`src/design/rhc_params.svh`:
```
// constants for the reference and holdover control block
`ifndef RHC_PARAMS_SVH
`define RHC_PARAMS_SVH
// register byte offsets
`define RHC_OFF_MODE 12'h000
`define RHC_OFF_HOLD 12'h004
`define RHC_OFF_DAC 12'h008
`define RHC_OFF_LOCK 12'h00C
`define RHC_OFF_DIVS 12'h010
`define RHC_OFF_DIV2 12'h014
`define RHC_OFF_STATUS 12'h018
`define RHC_OFF_PIN 12'h01C
// mode encodings
`define RHC_SEL_AUTO_PRIO 3'h4
`define RHC_SEL_AUTO_PIN 3'h6
`define RHC_HOLD_ENABLED 2'h2
// pin selector choice for holdover status
`define RHC_PINSEL_HOLD 2'h1
// limits of divider settings
`define RHC_L1_DIV_MAX 14'h3FFF
`define RHC_L2_R_MAX 12'hFFF
`define RHC_L2_N_MAX 18'h3FFFF
`define RHC_PRE_MIN 3'h2
`define RHC_PRE_MAX 4'h8
// reset values
`define RHC_RST_DAC_DIV 16'h0004
`define RHC_RST_LOCK_CNT 16'h0010
`define RHC_RST_WINDOW 8'h08
`endif

```
`src/design/rhc_pkg.sv`:
```
// types for the reference and holdover control block
package rhc_pkg;
    typedef enum logic [1:0] {RHC_REF0, RHC_REF1, RHC_REF2} rhc_ref_t;
    typedef enum logic [1:0] {RHC_RUN, RHC_HOLD} rhc_state_t;
endpackage

```
`src/design/rhc_top.sv`:
```
// reference selection, holdover and lock detect with an apb register file
// Contract
// - mode 6 picks reference from select pins
// - pin0 high input0; pin1 high input1; else input2
// - invert both select pins when inversion set
// - entering mode 6 keeps locked reference
// - mode 6 lock loss makes switch event
// - rail crossing enters holdover, raises switch event
// - holdover switch enters holdover, selects from pins
// - priority mode without holdover steps to next input
// - holdover tristates pump, drives fixed or tracked dac
// - holdover needs enable; force bit holds immediately
// - fixed and tracked dac sub-modes supported
// - tracked dac updates every divider detector periods
// - holdover entry on force, lock loss, rail
// - holdover clears loop1 lock, keeps loop2 lock
// - holdover dac uses manual else tracked value
// - holdover status routable to either status pin
// - holdover ends on disable or auto exit
// - auto exit needs window hits for lock count
// - lock counts in-window hits, one miss drops
// - divider fields hold documented maximum ranges
// - priority order input0, input1, input2
`timescale 1ns/1ps
`include "rhc_params.svh"
module rhc_top
    import rhc_pkg::*;
(
    input wire logic clk_in,
    input wire logic reset_in,
    input wire logic psel_in,
    input wire logic penable_in,
    input wire logic pwrite_in,
    input wire logic [11:0] paddr_in,
    input wire logic [31:0] pwdata_in,
    output logic [31:0] prdata_out,
    output logic pready_out,
    output logic pslverr_out,
    input wire logic select_pin_0_in,
    input wire logic select_pin_1_in,
    input wire logic pd1_tick_in,
    input wire logic pd1_in_window_in,
    input wire logic pd2_tick_in,
    input wire logic pd2_in_window_in,
    input wire logic [9:0] tune_level_in,
    output logic [1:0] active_ref_out,
    output logic loop1_lock_flag_out,
    output logic loop2_lock_flag_out,
    output logic holdover_out,
    output logic pump_tristate_out,
    output logic [9:0] loop1_tune_output_out,
    output logic lock_status_pin_out,
    output logic holdover_status_pin_out
);
    ////////////////////////////////////////////////////////////////////////////
    // configuration registers
    logic [2:0] input_select_mode;
    logic select_pin_invert;
    logic [2:0] ref_enable;
    logic [1:0] holdover_mode;
    logic force_holdover;
    logic lock_loss_ignore;
    logic rail_detect_on;
    logic track_enable;
    logic manual_dac_enable;
    logic [9:0] manual_dac_value;
    logic [9:0] rail_high_threshold;
    logic [9:0] rail_low_threshold;
    logic [15:0] dac_update_div;
    logic [7:0] lock_window_size;
    logic [15:0] lock_count_target;
    logic [13:0] loop1_r_div;
    logic [13:0] loop1_n_div;
    logic [11:0] loop2_r_div;
    logic [17:0] loop2_n_div;
    logic [2:0] loop2_prescale;
    logic [1:0] lock_pin_selector;
    logic [1:0] hold_pin_selector;
    logic ref_doubler_enable;
    // block state
    rhc_ref_t active_ref;
    rhc_state_t state;
    logic [15:0] lock1_count;
    logic [15:0] lock2_count;
    logic lock1;
    logic lock2;
    logic lock1_d;
    logic lock2_at_entry;
    logic [15:0] dac_div_count;
    logic [9:0] dac_count_readback;
    logic switch_armed;
    logic [2:0] mode_d;
    logic enter_hold;
    ////////////////////////////////////////////////////////////////////////////
    // apb decode, zero wait states
    wire apb_access = psel_in && penable_in;
    wire apb_write = apb_access && pwrite_in;
    wire hit_mode = (paddr_in == `RHC_OFF_MODE);
    wire hit_hold = (paddr_in == `RHC_OFF_HOLD);
    wire hit_dac = (paddr_in == `RHC_OFF_DAC);
    wire hit_lock = (paddr_in == `RHC_OFF_LOCK);
    wire hit_divs = (paddr_in == `RHC_OFF_DIVS);
    wire hit_div2 = (paddr_in == `RHC_OFF_DIV2);
    wire hit_status = (paddr_in == `RHC_OFF_STATUS);
    wire hit_pin = (paddr_in == `RHC_OFF_PIN);
    wire hit_any = hit_mode || hit_hold || hit_dac || hit_lock || hit_divs || hit_div2
                   || hit_status || hit_pin;
    logic [31:0] next_prdata;
    always_comb begin
        if (hit_mode) begin
            next_prdata = {24'h0, ref_enable, select_pin_invert, 1'b0, input_select_mode};
        end else if (hit_hold) begin
            next_prdata = {24'h0, 1'b0, manual_dac_enable, track_enable, rail_detect_on,
                           lock_loss_ignore, force_holdover, holdover_mode};
        end else if (hit_dac) begin
            next_prdata = {2'h0, rail_high_threshold, rail_low_threshold, manual_dac_value};
        end else if (hit_lock) begin
            next_prdata = {lock_count_target, 8'h0, lock_window_size};
        end else if (hit_divs) begin
            next_prdata = {2'h0, loop1_n_div, 2'h0, loop1_r_div};
        end else if (hit_div2) begin
            next_prdata = {ref_doubler_enable, loop2_prescale, 1'b0,
                           loop2_n_div, 9'h000};
        end else if (hit_status) begin
            next_prdata = {16'h0, dac_count_readback, lock2, lock1,
                           (state == RHC_HOLD), 1'b0, active_ref};
        end else if (hit_pin) begin
            next_prdata = {dac_update_div, 12'h0, hold_pin_selector, lock_pin_selector};
        end else begin
            next_prdata = 32'h0;
        end
    end
    // loop-2 r divider is write only; its field shares bits 19:16 with the count target
    always_ff @(posedge clk_in) begin
        if (reset_in) begin
            prdata_out <= 32'h0;
            pready_out <= 1'b0;
            pslverr_out <= 1'b0;
        end else begin
            prdata_out <= (psel_in && !penable_in && !pwrite_in) ? next_prdata : 32'h0;
            pready_out <= psel_in && !penable_in;
            pslverr_out <= psel_in && !penable_in && !hit_any;
        end
    end
    wire wr_ok = apb_write && pready_out;
    // prescaler field 0 stands for a divide by 8; 1 is raised to the minimum of 2
    wire [2:0] pre_w = (pwdata_in[30:28] == 3'h1) ? `RHC_PRE_MIN : pwdata_in[30:28];
    always_ff @(posedge clk_in) begin
        if (reset_in) begin
            input_select_mode <= 3'h0;
            select_pin_invert <= 1'b0;
            ref_enable <= 3'h7;
            holdover_mode <= 2'h0;
            lock_loss_ignore <= 1'b0;
            rail_detect_on <= 1'b0;
            track_enable <= 1'b0;
            manual_dac_enable <= 1'b0;
            manual_dac_value <= 10'h200;
            rail_high_threshold <= 10'h3C0;
            rail_low_threshold <= 10'h040;
            lock_window_size <= `RHC_RST_WINDOW;
            lock_count_target <= `RHC_RST_LOCK_CNT;
            loop1_r_div <= 14'h0001;
            loop1_n_div <= 14'h0001;
            loop2_r_div <= 12'h001;
            loop2_n_div <= 18'h00001;
            loop2_prescale <= `RHC_PRE_MIN;
            ref_doubler_enable <= 1'b0;
            dac_update_div <= `RHC_RST_DAC_DIV;
            lock_pin_selector <= 2'h0;
            hold_pin_selector <= `RHC_PINSEL_HOLD;
        end else if (wr_ok) begin
            if (hit_mode) begin
                input_select_mode <= pwdata_in[2:0];
                select_pin_invert <= pwdata_in[4];
                ref_enable <= pwdata_in[7:5];
            end else if (hit_hold) begin
                holdover_mode <= pwdata_in[1:0];
                lock_loss_ignore <= pwdata_in[3];
                rail_detect_on <= pwdata_in[4];
                // tracked sub-mode is refused with rail detection unless the manual dac is also enabled
                track_enable <= pwdata_in[5] && !(pwdata_in[4] && !pwdata_in[6]);
                manual_dac_enable <= pwdata_in[6];
            end else if (hit_dac) begin
                manual_dac_value <= pwdata_in[9:0];
                rail_low_threshold <= pwdata_in[19:10];
                rail_high_threshold <= pwdata_in[29:20];
            end else if (hit_lock) begin
                lock_window_size <= pwdata_in[7:0];
                lock_count_target <= pwdata_in[31:16];
                loop2_r_div <= pwdata_in[19:8];
            end else if (hit_divs) begin
                loop1_r_div <= pwdata_in[13:0];
                loop1_n_div <= pwdata_in[29:16];
            end else if (hit_div2) begin
                loop2_n_div <= pwdata_in[26:9];
                loop2_prescale <= pre_w;
                ref_doubler_enable <= pwdata_in[31];
            end else if (hit_pin) begin
                lock_pin_selector <= pwdata_in[1:0];
                hold_pin_selector <= pwdata_in[3:2];
                dac_update_div <= pwdata_in[31:16];
            end
        end
    end
    // force bit is a level: it holds the block in holdover until software clears it
    always_ff @(posedge clk_in) begin
        if (reset_in) begin
            force_holdover <= 1'b0;
        end else if (wr_ok && hit_hold) begin
            force_holdover <= pwdata_in[2];
        end
    end
    ////////////////////////////////////////////////////////////////////////////
    // lock detectors
    wire lock1_hit = pd1_tick_in && pd1_in_window_in;
    wire lock1_miss = pd1_tick_in && !pd1_in_window_in;
    wire lock2_hit = pd2_tick_in && pd2_in_window_in;
    wire lock2_miss = pd2_tick_in && !pd2_in_window_in;
    wire lock1_reach = lock1_hit && (lock1_count + 16'h1 >= lock_count_target);
    wire lock2_reach = lock2_hit && (lock2_count + 16'h1 >= lock_count_target);
    always_ff @(posedge clk_in) begin
        if (reset_in) begin
            lock1_count <= 16'h0;
            lock2_count <= 16'h0;
            lock1 <= 1'b0;
            lock2 <= 1'b0;
        end else begin
            if (lock1_miss) begin
                lock1_count <= 16'h0;
                lock1 <= 1'b0;
            end else if (enter_hold) begin
                lock1_count <= 16'h0;
            end else if (lock1_hit) begin
                lock1_count <= lock1_reach ? lock1_count : lock1_count + 16'h1;
                lock1 <= lock1 || lock1_reach;
            end
            if (lock2_miss) begin
                lock2_count <= 16'h0;
                lock2 <= 1'b0;
            end else if (lock2_hit) begin
                lock2_count <= lock2_reach ? lock2_count : lock2_count + 16'h1;
                lock2 <= lock2 || lock2_reach;
            end
        end
    end
    ////////////////////////////////////////////////////////////////////////////
    // switching and holdover
    wire in_hold = (state == RHC_HOLD);
    wire hold_en = (holdover_mode == `RHC_HOLD_ENABLED);
    wire pin0 = select_pin_0_in ^ select_pin_invert;
    wire pin1 = select_pin_1_in ^ select_pin_invert;
    wire rhc_ref_t pin_ref = pin0 ? RHC_REF0 : (pin1 ? RHC_REF1 : RHC_REF2);
    // next enabled input after the active one, wrapping 0,1,2
    wire [1:0] a = active_ref;
    wire [1:0] s1 = (a == 2'h2) ? 2'h0 : a + 2'h1;
    wire [1:0] s2 = (s1 == 2'h2) ? 2'h0 : s1 + 2'h1;
    wire rhc_ref_t prio_ref = ref_enable[s1] ? rhc_ref_t'(s1)
                            : (ref_enable[s2] ? rhc_ref_t'(s2) : active_ref);
    wire auto_pin = (input_select_mode == `RHC_SEL_AUTO_PIN);
    wire auto_prio = (input_select_mode == `RHC_SEL_AUTO_PRIO);
    wire rail_cross = (tune_level_in > rail_high_threshold)
                      || (tune_level_in < rail_low_threshold);
    wire rail_trip = hold_en && rail_detect_on && track_enable && manual_dac_enable
                     && rail_cross;
    wire lock_fall = lock1_d && !lock1;
    // the flag must rise again before another event; the arm bit enforces it
    wire switch_event = switch_armed && (auto_pin || auto_prio)
                        && (lock_fall || rail_trip) && !lock_loss_ignore;
    assign enter_hold = !in_hold && (force_holdover
                      || (hold_en && !lock_loss_ignore && lock_fall) || rail_trip);
    // auto exit once the detector has seen the full run on the active input
    wire exit_hold = in_hold && !force_holdover && (!hold_en || lock1_reach);
    always_ff @(posedge clk_in) begin
        if (reset_in) begin
            state <= RHC_RUN;
            active_ref <= RHC_REF0;
            lock1_d <= 1'b0;
            lock2_at_entry <= 1'b0;
            switch_armed <= 1'b1;
            mode_d <= 3'h0;
        end else begin
            lock1_d <= lock1;
            mode_d <= input_select_mode;
            case (state)
                RHC_RUN: begin
                    if (enter_hold) begin
                        state <= RHC_HOLD;
                        lock2_at_entry <= lock2;
                    end
                end
                RHC_HOLD: begin
                    if (exit_hold) begin
                        state <= RHC_RUN;
                    end
                end
                default: state <= RHC_RUN;
            endcase
            if (input_select_mode < 3'h3) begin
                active_ref <= rhc_ref_t'(input_select_mode[1:0]);
            end else if (auto_pin && mode_d != input_select_mode && !lock1) begin
                active_ref <= pin_ref;
            end else if (switch_event) begin
                active_ref <= auto_pin ? pin_ref : prio_ref;
            end
            if (switch_event) begin
                switch_armed <= 1'b0;
            end else if (lock1 && !in_hold) begin
                switch_armed <= 1'b1;
            end
        end
    end
    ////////////////////////////////////////////////////////////////////////////
    // dac tracking and outputs
    wire dac_tick = pd1_tick_in && (dac_div_count + 16'h1 >= dac_update_div);
    always_ff @(posedge clk_in) begin
        if (reset_in) begin
            dac_div_count <= 16'h0;
            dac_count_readback <= 10'h0;
        end else if (track_enable && pd1_tick_in) begin
            dac_div_count <= dac_tick ? 16'h0 : dac_div_count + 16'h1;
            if (dac_tick && !in_hold) begin
                dac_count_readback <= tune_level_in;
            end
        end
    end
    wire [9:0] hold_dac = manual_dac_enable ? manual_dac_value : dac_count_readback;
    wire hold_next = in_hold ? !exit_hold : enter_hold;
    always_ff @(posedge clk_in) begin
        if (reset_in) begin
            active_ref_out <= 2'h0;
            loop1_lock_flag_out <= 1'b0;
            loop2_lock_flag_out <= 1'b0;
            holdover_out <= 1'b0;
            pump_tristate_out <= 1'b0;
            loop1_tune_output_out <= 10'h0;
            lock_status_pin_out <= 1'b0;
            holdover_status_pin_out <= 1'b0;
        end else begin
            active_ref_out <= active_ref;
            loop1_lock_flag_out <= lock1 && !in_hold;
            loop2_lock_flag_out <= in_hold ? (lock2_at_entry || lock2) : lock2;
            holdover_out <= in_hold;
            pump_tristate_out <= hold_next;
            loop1_tune_output_out <= hold_next ? hold_dac : tune_level_in;
            lock_status_pin_out <= (lock_pin_selector == `RHC_PINSEL_HOLD)
                                   ? in_hold : (lock1 && !in_hold);
            holdover_status_pin_out <= (hold_pin_selector == `RHC_PINSEL_HOLD)
                                       ? in_hold : (lock1 && lock2);
        end
    end
    ////////////////////////////////////////////////////////////////////////////
    // checks
    property p_pin_decode;
        @(posedge clk_in) disable iff (reset_in)
        (switch_event && auto_pin && input_select_mode == $past(input_select_mode))
        |=> (active_ref == $past(pin_ref));
    endproperty
    a_pin_decode: assert property (p_pin_decode) else $error("pin decode wrong");
    property p_prio_step;
        @(posedge clk_in) disable iff (reset_in)
        (switch_event && auto_prio) |=> (active_ref == $past(prio_ref));
    endproperty
    a_prio_step: assert property (p_prio_step) else $error("priority step wrong");
    property p_miss_clears;
        @(posedge clk_in) disable iff (reset_in)
        lock1_miss |=> (lock1_count == 16'h0) && !lock1;
    endproperty
    a_miss_clears: assert property (p_miss_clears) else $error("miss kept lock");
    property p_hold_flags;
        @(posedge clk_in) disable iff (reset_in)
        in_hold |=> (holdover_out && !loop1_lock_flag_out);
    endproperty
    a_hold_flags: assert property (p_hold_flags) else $error("holdover flags wrong");
    property p_force;
        @(posedge clk_in) disable iff (reset_in)
        (force_holdover && !in_hold) |=> in_hold ##1 pump_tristate_out;
    endproperty
    a_force: assert property (p_force) else $error("force did not hold");
    property p_hold_dac;
        @(posedge clk_in) disable iff (reset_in)
        (in_hold && !exit_hold) |=> (loop1_tune_output_out == $past(hold_dac));
    endproperty
    a_hold_dac: assert property (p_hold_dac) else $error("holdover dac wrong");
    property p_disable_exit;
        @(posedge clk_in) disable iff (reset_in)
        (in_hold && !hold_en && !force_holdover) |=> !in_hold;
    endproperty
    a_disable_exit: assert property (p_disable_exit) else $error("no exit");
    property p_rearm;
        @(posedge clk_in) disable iff (reset_in)
        (!switch_armed && !lock1) |=> !switch_event;
    endproperty
    a_rearm: assert property (p_rearm) else $error("event without relock");
endmodule

```
`config.mk`:
```
export PLATFORM = sky130hd
export DESIGN_NAME = rhc_top
export DESIGN_NICKNAME = d
export VERILOG_FILES = /design/src/design/rhc_pkg.sv /design/src/design/rhc_top.sv
export VERILOG_INCLUDE_DIRS = /design/src /design/src/design
export SDC_FILE = /design/constraint.sdc
export NUM_CORES = 1
export LEC_CHECK = 0
export BUFFER_PORTS_ARGS = -buffer_cell sky130_fd_sc_hd__buf_2
export CAP_MARGIN = 20
export CORE_MARGIN = 4
export CORE_UTILIZATION = 30
export DETAILED_ROUTE_END_ITERATION = 16
export HOLD_SLACK_MARGIN = 0.06
export SYNTH_ARGS = -nofsm -noshare
export SYNTH_HDL_FRONTEND = slang
export SYNTH_SLANG_ARGS = --single-unit
```
`constraint.sdc`:
```
create_clock -name clk_in -period 6.04 [get_ports clk_in]
set_clock_uncertainty 0.1 [all_clocks]
set_input_delay 0.302 -clock clk_in [delete_from_list [all_inputs] [get_ports clk_in]]
set_output_delay 0.302 -clock clk_in [all_outputs]
set_load 0.02 [all_outputs]
```
==> impl_metrics.py, run 1 <==
metrics = {
    "logic_synthesis": {
        "ys_types": 62,
        "yosys_most_used_dff": "dfxtp_1",
        "synth_area_um2": 12800,
        "yosysSeqAreaShare_pct": 40.6,
        "syn_avg_cell_area_um2": 8.05,
        "ys_ff_latch": 259,
        "synth_edf_count": 0,
        "yosys_warnings": 0,
        "synth_nets": 1722,
        "async_reset_ff_share_pct": 0,
        "syn_inst": 1587,
    },
    "final_layout": {
        "regArea_um2": 5180,
        "nets": 1845,
        "syn_to_final_growth_pct": 19.8,
        "nFillCells": 4311,
        "final_cell_mix": "337 x nand2_1, 259 x dfxtp_1, 170 x a21oi_1",
        "final_common_cell": "nand2_1",
        "multi_input_area_um2": 7020,
        "layout-drive-gt1-share_pct": 12.1,
    },
    "power_and_ir_drop": {
        "power_frac_comb_pct": 5.1,
        "peakVddDrop_uv": 202,
        "seqPwrFrac_pct": 46.6,
        "switching_share_pct": 23.5,
        "clock_power_share_pct": 48.4,
        "power.leakage_nw": 5.77,
        "pwr_density_cell_nw_per_um2": 241,
        "p_int_w": 0.00282,
        "power.switching_w": 0.000866,
    },
    "floorplanning": {
        "io_pins": 117,
        "initial_utilization_pct": 30.4,
        "rows": 75,
        "fp.dieH_um": 214,
        "die_area_um2": 46000,
        "die_w_um": 214,
        "core_um2": 42000,
    },
    "worst_setup_path": {
        "critPathKind": "reg2reg",
        "reg2reg_from": "lock1_count[2]",
        "worstSetupStartpointType": "register",
        "required_ns": 6.45,
        "cp_max_fo": 10,
        "reg2reg_slack_ns": 1.90,
        "worstRegToRegCells": 14,
        "critPathCaptureType": "register",
        "arrival_ns": 4.55,
        "startpoint": "lock1_count[2]",
        "r2r_end": "loop1_tune_output_out[4]",
    },
    "outcome": {
        "run_status": "complete, no violations",
    },
    "clock_network": {
        "cts_tree": "yes",
        "cts_root_buffer": "clkbuf_16",
        "cts_buffers": 29,
        "clock-sinks": 259,
        "cts_buffer_depth": 3,
        "clk-insertion-delay-late_ns": 0.59,
        "htreeDepth": 1,
        "clkTransAtPathRegs_ns": 0.07,
    },
    "grt": {
        "grt_pass1_vias": 11700,
        "grt_use_met1_pct": 21.8,
        "top_usage_layer": "met2",
        "grt_pass1_wl_um": 63900,
        "track_usage_pct": 17.0,
        "grtUsageMet2_pct": 28.5,
        "antenna_found_initial": 1,
        "overflow": 0,
        "met3_usage_pct": 2.89,
        "grt_max_degree": 105,
    },
    "routing": {
        "drt_first_pass_iters": 6,
        "vias": 11900,
        "drcViolationCount": 0,
        "ant_nets": 0,
        "avgViaCountPerCell": 5.23,
        "routedWlPerCell_um": 17.9,
        "drt_iter0_drc": 928,
        "routed_wl_um": 40700,
    },
    "hold_path": {
        "holdPathStages": 2,
        "worstHoldStart": "reset_in",
        "hold_path.class": "in2reg",
        "hold_path_end": "holdover_mode[1]",
    },
    "placed_design": {
        "place.gp.congestion": 0.831,
        "place_ws_ns": 1.94,
        "port_buffers": 116,
        "hpwlAfterDp_um": 28500,
    },
    "sta": {
        "setup_violations": 0,
        "max_slew.worst_pin.slew_ns": 1.08,
        "tns_ns": 0,
        "max_freq_mhz": 242,
        "timing.slew.headroom_pct": 27.6,
        "setup_slack_ns": 1.90,
        "finalCritPeriodShare_pct": 68.5,
        "hold_viol": 0,
        "fin_crit_ns": 4.14,
        "maxSlewViolCount": 0,
        "rsz0062_at_grt": "no",
    },
    "run": {
        "drv_cap": 0,
    },
}
-- cells by family (layout without fill, tap and decap cells) --
family,after synthesis,in the layout,share of synthesized area (%)
simple gates,648,648,22.2
compound gates,350,350,17.4
flops,259,259,40.6
buf+inv,151,296,4.56
fa+ha+maj,70,70,6.85
xor+xnor,59,59,4.04
mux,50,50,4.29
other cells,0,1,0
-- stage by stage --
step	util (%)	instance area (um2)	hold WS (ns)	total power, W	instances
5_1_grt	36.4	15300	0.136	0.00380	2272
6_report	36.4	15300	0.105	0.00369	2272
3_3_place_gp	32.8	13800	0.341	0.00191	2167
4_1_cts	36.3	15300	0.0895	0.00372	2269
3_5_place_dp	32.8	13800	0.347	0.00191	2167
2_1_floorplan	-	12800	0.326	0.00184	1587
-- worst max-delay path, stage by stage (launching register included) --
cell,delay (ns)
dfxtp_1,0.41
nand3_1,0.20
or3_1,0.49
nor2_1,0.25
and3_1,0.21
nand3_1,0.10
xnor2_1,0.15
ha_1,0.31
nand4_1,0.15
nor3_1,0.08
a2111o_1,0.39
a21oi_1,0.34
o41ai_1,0.20
nor2_4,0.44
mux2i_1,0.25
-- final cells by class --
cell class,instances,area share (%)
well taps,539,4.41
repair buffers,180,7.93
clock buffers,44,5.70
inverters,63,1.55
diodes,1,0.0164
multi-input cells,1177,45.9
flip-flops and latches,259,33.9
clock inverters,9,0.621
-- metal layers --
metal  part of all wire, %  routed length (um)
met1                    42               17200
met2                    47               19100
met3                   6.5                2660
met4                   4.2                1710
met5                     0                   0
-- power groups by stage --
| stage | sequential [W] | clock [W] | combinational, W |
|---|---|---|---|
| final | 0.00172 | 0.00178 | 0.000187 |
| after global routing | 0.00172 | 0.00188 | 0.000202 |
| after CTS | 0.00172 | 0.00182 | 0.000183 |
| after detailed placement | 0.00175 | 0 | 0.000156 |
| after global placement | 0.00175 | 0 | 0.000154 |
| after floorplan | 0.00176 | 0 | 0.0000780 |
-- cell usage after synthesis (all sizes together), types with 11 or more instances --
master	number	area share [%]
ha	70	6.9
buf	15	0.57
inv	62	1.8
a21o	12	0.71
xor2	23	1.6
nor2	127	3.8
nor3	21	0.94
a22oi	13	0.76
nand4	17	0.83
a22o	12	0.82
or3	11	0.54
nor2b	13	0.64
a222oi	13	1.0
o211ai	23	1.4
nand3	57	2.2
xnor2	36	2.5
clkbuf	73	2.1
a21oi	170	6.7
nand2b	29	1.4
dfxtp	259	41
nand2	337	9.9
mux2i	39	3.1
and3	16	0.78
o21ai	43	1.7
-- worst max path at each step --
stage / end / slack [ns] / cells after the start
after floorplan: loop1_tune_output_out[0] / 2.42 / 14
after CTS: loop1_tune_output_out[4] / 1.93 / 14
final: loop1_tune_output_out[4] / 1.90 / 14
after detailed placement: loop1_tune_output_out[4] / 1.94 / 14
after global placement: loop1_tune_output_out[1] / 2.09 / 14
after global routing: loop1_tune_output_out[5] / 1.59 / 13
-- timing repair --
action,4_1_cts,5_1_grt
endpoints found under the hold margin,177,0
setup buffers,0,0
hold buffers,49,0
gates resized for setup,0,0
-- registers in the layout, summed over array words and instances, names as in the netlist, 3 cells and up --
name / cells
rail_high_threshold: 10
mode_d: 3
loop1_tune_output_out: 10
dac_div_count: 16
loop2_n_div: 18
ref_enable: 3
dac_update_div: 16
loop2_prescale: 3
input_select_mode: 3
lock_window_size: 8
lock2_count: 16
loop1_n_div: 14
dac_count_readback: 10
lock_count_target: 16
lock1_count: 16
rail_low_threshold: 10
prdata_out: 32
manual_dac_value: 10
loop1_r_div: 14
Power figures use the tool's default switching activity.
==> run 2, diff against run 1 <==
--- a/config.mk
+++ b/config.mk
@@ -6,6 +6,7 @@
 export SDC_FILE = /design/constraint.sdc
 export NUM_CORES = 1
 export LEC_CHECK = 0
+export ABC_AREA = 1
 export BUFFER_PORTS_ARGS = -buffer_cell sky130_fd_sc_hd__buf_2
 export CAP_MARGIN = 20
 export CORE_MARGIN = 4
==> constraint.sdc (replaced) <==
create_clock -name clk_in -period 3.5 [get_ports clk_in]
set_clock_uncertainty 0.1 [all_clocks]
set_input_delay 0.175 -clock clk_in [delete_from_list [all_inputs] [get_ports clk_in]]
set_output_delay 0.175 -clock clk_in [all_outputs]
set_load 0.02 [all_outputs]
==> impl_metrics.py, run 2 <==
metrics = {
    "logic_synthesis": {
        "yosysMostFrequentCell": "nand2_1",
        "ys_top_cells_by_area": "dfxtp_1 41%, a21oi_1 9.3%, nand2_1 9.3%, ha_1 6.9%, inv_1 6.5%",
        "async_reset_ff_share_pct": 0,
        "ys_ff_latch": 259,
        "syn_avg_cell_area_um2": 7.29,
        "synth_top_cell_area_share_pct": 40.6,
        "yosys.area.top_type": "dfxtp_1",
        "synth_edf_count": 0,
        "yosys_warnings": 0,
        "ys_types": 43,
        "yosysSeqAreaShare_pct": 40.6,
        "synthTopCellsByCount": "317 x nand2_1, 259 x dfxtp_1, 238 x a21oi_1",
        "synth_nets": 1889,
        "syn_inst": 1754,
        "synth_area_um2": 12800,
        "yosys_most_used_dff": "dfxtp_1",
    },
    "power_and_ir_drop": {
        "pwr_density_cell_nw_per_um2": 428,
        "power.leakage_nw": 6.74,
        "power_frac_comb_pct": 4.8,
        "p_int_w": 0.00520,
        "peakVddDrop_uv": 360,
        "power.switching_w": 0.00153,
        "clock_power_share_pct": 51.2,
        "power_w": 0.00673,
        "seqPwrFrac_pct": 44.0,
        "switching_share_pct": 22.8,
    },
    "worst_setup_path": {
        "cp_max_fo": 16,
        "crit_path_max_incr_delay_ns": 0.57,
        "critPathKind": "in2reg",
        "worstSetupStartpointType": "primary input",
        "worstPathCellList": "dlygate4sd3_1 > buf_2 > clkinv_2 > nand3_1 > dlygate4sd3_1 > nor2_1 > nand2_1 > nor2_4 > buf_4 > nand2_2 > inv_2 > o221ai_1 > o21ai_1",
        "slowest_stage": "dlygate4sd3_1",
        "crit_top_cell": "dlygate4sd3_1",
        "critPathCaptureType": "register",
        "cp_top_family": "buffers and inverters",
        "arrival_ns": 3.64,
        "worst-path-buf-inv": 6,
        "required_ns": 3.83,
    },
    "final_layout": {
        "largest_register_ffs": 32,
        "stdcell_area_um2": 15700,
        "final_common_cell": "nand2_1",
        "diodes": 0,
        "regMostFlops": "prdata_out",
        "reg_top3": "prdata_out x32, loop2_n_div x18",
        "nets": 2060,
        "nFillCells": 4355,
        "final_cell_mix": "315 x nand2_1, 257 x dfxtp_1, 237 x a21oi_1",
        "final_cells": 2486,
        "syn_to_final_growth_pct": 23.1,
        "layout-drive-gt1-share_pct": 13.6,
    },
    "routing": {
        "routedWlPerCell_um": 17.4,
        "routed_wl_um": 43200,
        "drcViolationCount": 0,
        "vias": 12600,
        "drt_iter0_drc": 1130,
        "drt_first_pass_iters": 5,
        "avgViaCountPerCell": 5.05,
        "ant_nets": 0,
    },
    "sta": {
        "timing.slew.headroom_pct": 47.8,
        "hold_viol": 0,
        "maxSlewViolCount": 0,
        "max_freq_mhz": 302,
        "setup_violations": 0,
        "setup_slack_ns": 0.190,
        "max_slew.worst_pin.slew_ns": 0.779,
        "fin_crit_ns": 3.31,
        "finalCritPeriodShare_pct": 94.6,
    },
    "floorplanning": {
        "rows": 75,
        "initial_utilization_pct": 30.4,
        "io_pins": 117,
        "fp.dieH_um": 214,
        "die_w_um": 214,
        "core_um2": 42000,
        "die_area_um2": 46000,
    },
    "grt": {
        "overflow": 0,
        "grt_pass1_wl_um": 67900,
        "antenna_found_initial": 0,
        "track_usage_pct": 18.2,
        "grt_pass1_vias": 12100,
        "grt_max_degree": 78,
    },
    "hold_path": {
        "hold_path.class": "in2reg",
    },
    "clock_network": {
        "clk-insertion-delay-late_ns": 0.60,
        "htreeDepth": 1,
        "cts_root_buffer": "clkbuf_16",
        "cts_tree": "yes",
        "cts_buffer_depth": 3,
        "clock-sinks": 259,
        "clkTransAtPathRegs_ns": 0.07,
        "cts_buffers": 30,
    },
    "placed_design": {
        "place_ws_ns": -0.164,
        "port_buffers": 116,
        "place.gp.congestion": 0.882,
        "dpl.cell_count": 2372,
        "hpwlAfterDp_um": 30900,
        "place_area_um2": 14000,
    },
    "run": {
        "drv_cap": 0,
    },
    "outcome": {
        "run_status": "complete, no violations",
    },
}
run 2: changes by cell type in the layout (fill, tap and decap cells not counted), sizes merged, moves of 13 or more:
cell    before  now
nand3       57   88
xnor2       36    8
nor2b       13    0
o21ai       43  195
a222oi      13    0
mux2i       39    3
o221ai       1   15
nand2b      29    0
inv         63  240
a21oi      170  238
nand2      337  323
and3        16    0
buf        131  148
run 2: final cells by class:
class                      instances  area [um2]  share of cell area (%)
inverter                         242         910                    5.78
clock inverter                    16         263                    1.67
clock buffer                      38         831                    5.28
tap                              539         674                    4.29
timing repair buffer             206        1410                    8.99
multi-input combinational       1186        6450                    41.0
sequential                       259        5190                    33.0
run 2: through the flow:
stage               setup TNS [ns]  util (%)  hold WS (ns)
floorplan                        0         -         0.201
global placement                 0      33.2         0.319
detailed placement           -2.29      33.2         0.318
CTS                              0      37.2        0.0913
global route               -0.0185      37.4         0.167
finish                           0      37.4         0.106
run 2: final timing paths:
| check | start | to | slack (ns) | depth (start not counted) |
|---|---|---|---|---|
| setup / recovery | reset_in | prdata_out[28] | 0.19 | 13 |
| setup reg to reg | lock2_count[5] | lock2 | 0.26 | 16 |
| hold / removal | select_pin_1_in | a[0] | 0.11 | 9 |
| hold reg to reg | dac_count_readback[6] | dac_count_readback[6] | 0.36 | 2 |
run 2: tightest hold or removal path, stage by stage:
cell     delay (ns)
buf_2          0.09
xnor2_1        0.11
nor2_1         0.05
nand2_1        0.06
nand3_1        0.06
o21ai_0        0.08
nand2_1        0.06
nand2_1        0.05
nor2_1         0.03
run 2: kinds of logic (layout without fill, tap and decap cells):
kind of cell,Yosys count,count (layout),synth area share (%)
compound gates,490,490,20.4
xor+xnor,40,40,2.74
fa+ha+maj,70,70,6.85
buf+inv,309,502,9.57
flops,259,259,40.6
mux,3,3,0.235
simple gates,583,583,19.6
run 2: power groups by stage:
stage / combinational (W) / clock [W] / sequential [W]
after floorplan: 0.000132 / 0 / 0.00303
after global placement: 0.000260 / 0 / 0.00303
after detailed placement: 0.000265 / 0 / 0.00303
after CTS: 0.000318 / 0.00350 / 0.00296
after global routing: 0.000353 / 0.00362 / 0.00296
final: 0.000322 / 0.00345 / 0.00296
run 2: metal layers:
metal / track usage, % / vias to the layer above / wire, um
li1: - / 6161 / -
met1: 24.9 / 5881 / 19300
met2: 29.5 / 436 / 19600
met3: 2.96 / 77 / 3070
met4: 5.47 / 0 / 1220
met5: 0 / - / 0
run 2: timing repair:
action                                  CTS  global route
hold endpoints to repair                201             0
pin swaps                                 0             4
endpoints found under the setup margin   16            45
hold buffers                             58             0
gates resized for setup                   1            21
setup buffers                             0             2
==> run 3, diff against run 2 <==
--- a/config.mk
+++ b/config.mk
@@ -16,3 +16,4 @@
 export SYNTH_ARGS = -nofsm -noshare
 export SYNTH_HDL_FRONTEND = slang
 export SYNTH_SLANG_ARGS = --single-unit
+export TNS_END_PERCENT = 10
==> constraint.sdc (replaced) <==
create_clock -name clk_in -period 4.3 [get_ports clk_in]
set_clock_uncertainty 0.1 [all_clocks]
set_input_delay 0.215 -clock clk_in [delete_from_list [all_inputs] [get_ports clk_in]]
set_output_delay 0.215 -clock clk_in [all_outputs]
set_load 0.02 [all_outputs]
==> impl_metrics.py, run 3 (synthesized netlist as in run 2, its figures left out) <==
metrics = {
    "outcome": {
        "run_status": "complete, no violations",
    },
    "sta": {
        "timing.slew.headroom_pct": 50.2,
        "setup_violations": 0,
        "finalCritPeriodShare_pct": 85.5,
        "hold_viol": 0,
        "max_slew.worst_pin.slew_ns": 0.748,
        "fin_crit_ns": 3.68,
        "rsz0062_at_grt": "no",
        "max_freq_mhz": 272,
        "maxSlewViolCount": 0,
        "tns_ns": 0,
    },
    "routing": {
        "vias": 12400,
        "ant_nets": 0,
        "drcViolationCount": 0,
        "routed_wl_um": 42800,
        "avgViaCountPerCell": 5.01,
        "drt_first_pass_iters": 5,
        "drt_iter0_drc": 1086,
        "routedWlPerCell_um": 17.3,
    },
    "final_layout": {
        "regMostFlops": "prdata_out",
        "syn_to_final_growth_pct": 21.2,
        "final_common_cell": "nand2_1",
        "final_cell_mix": "317 x nand2_1, 259 x dfxtp_1, 238 x a21oi_1",
        "diodes": 0,
        "reg_top3": "prdata_out x32, loop2_n_div x18",
        "layout-drive-gt1-share_pct": 11.7,
        "largest_register_ffs": 32,
        "nets": 2043,
    },
    "power_and_ir_drop": {
        "power.leakage_nw": 6.64,
        "power.switching_w": 0.00123,
        "switching_share_pct": 22.5,
        "p_int_w": 0.00423,
        "pwr_density_cell_nw_per_um2": 352,
        "power_w": 0.00545,
        "clock_power_share_pct": 51.0,
        "seqPwrFrac_pct": 44.2,
        "peakVddDrop_uv": 287,
        "power_frac_comb_pct": 4.7,
    },
    "placed_design": {
        "hpwlAfterDp_um": 30600,
        "port_buffers": 116,
        "place.gp.congestion": 0.904,
    },
    "worst_setup_path": {
        "critPathCaptureType": "register",
        "required_ns": 4.68,
        "worstSetupStartpointType": "register",
        "arrival_ns": 4.06,
        "cp_max_fo": 14,
        "critPathKind": "reg2reg",
    },
    "floorplanning": {
        "io_pins": 117,
        "die_area_um2": 46000,
        "fp.dieH_um": 214,
        "initial_utilization_pct": 30.4,
        "die_w_um": 214,
        "rows": 75,
        "core_um2": 42000,
    },
    "clock_network": {
        "clkTransAtPathRegs_ns": 0.06,
        "cts_root_buffer": "clkbuf_16",
        "cts_buffers": 31,
        "clock-sinks": 259,
        "clk-insertion-delay-late_ns": 0.59,
        "post_cts_resized": 0,
        "cts_buffer_depth": 3,
        "htreeDepth": 1,
        "cts_tree": "yes",
    },
    "grt": {
        "grt_pass1_wl_um": 66500,
        "grt_pass1_vias": 11900,
        "track_usage_pct": 17.8,
        "grt_max_degree": 79,
        "antenna_found_initial": 0,
        "overflow": 0,
    },
    "run": {
        "drv_cap": 0,
    },
    "hold_path": {
        "hold_path.class": "in2reg",
    },
}
-- run 3: power groups by stage --
stage | clock [W] | combinational (W) | sequential (W)
6_report | 0.00278 | 0.000258 | 0.00241
5_1_grt | 0.00293 | 0.000284 | 0.00241
4_1_cts | 0.00284 | 0.000257 | 0.00241
3_5_place_dp | 0 | 0.000215 | 0.00246
3_3_place_gp | 0 | 0.000211 | 0.00246
2_1_floorplan | 0 | 0.000107 | 0.00247
-- run 3: cell type report --
type,count,area [um2]
Clock inverter,13,198
Tap cell,539,674
Timing Repair Buffer,188,1270
Fill cell,4384,26500
Multi-Input combinational cell,1186,6380
Inverter,242,910
Clock buffer,44,885
Sequential cell,259,5180
-- run 3: worst paths after layout --
path / start / endpoint / slack (ns) / cells past startpoint
worst max-delay path: lock1_count[0] / loop1_tune_output_out[9] / 0.62 / 24
worst min-delay path: pd2_tick_in / lock2_count[10] / 0.11 / 4
worst max register to register: lock1_count[0] / loop1_tune_output_out[9] / 0.62 / 24
worst min register to register: lock2_at_entry / lock2_at_entry / 0.36 / 2
-- run 3: stage by stage --
step | setup WS [ns] | util (%) | instances | area, um2 | hold WS, ns
final | 0.625 | 36.9 | 2471 | 15500 | 0.111
after global routing | 0.0504 | 36.9 | 2471 | 15500 | 0.140
after CTS | 0.631 | 36.9 | 2471 | 15500 | 0.0847
after detailed placement | 0.636 | 32.9 | 2356 | 13800 | 0.349
after global placement | 0.715 | 32.9 | 2356 | 13800 | 0.347
after floorplan | 1.14 | - | 1754 | 12800 | 0.241
-- run 3: worst max-delay path, cell delays in order, from the launching register on --
cell and delay, ns:
dfxtp_1 0.39, ha_1 0.21, nand2_1 0.06, nor2_1 0.18, nand2_1 0.09, nor2_2 0.12, nand2_1 0.06, nor2_1 0.15
nand3_1 0.16, nor2_1 0.12, nor2_1 0.05, nor2_1 0.08, inv_1 0.06, ha_1 0.29, nand4_1 0.12, nor2_1 0.14
nand3_1 0.08, nand3_1 0.10, nand2_1 0.10, nand2_1 0.07, nand2_1 0.19, nand2_1 0.41, nand2_1 0.10, nand2_1 0.08
nor2_1 0.05
-- run 3: per-layer routing --
metal,global-route usage (%),wire length (um),up-vias,part of all wire [%]
li1,-,-,6136,-
met1,24.2,19200,5719,45
met2,28.8,19200,440,45
met3,3.22,3210,78,7.5
met4,5.86,1190,0,2.8
met5,0,0,-,0
-- run 3: timing repair --
item                                   in CTS  in global routing
endpoints found under the hold margin     170                  0
hold buffers                               58                  0
buffers inserted                            0                  0
setup endpoints to repair                   0                  0
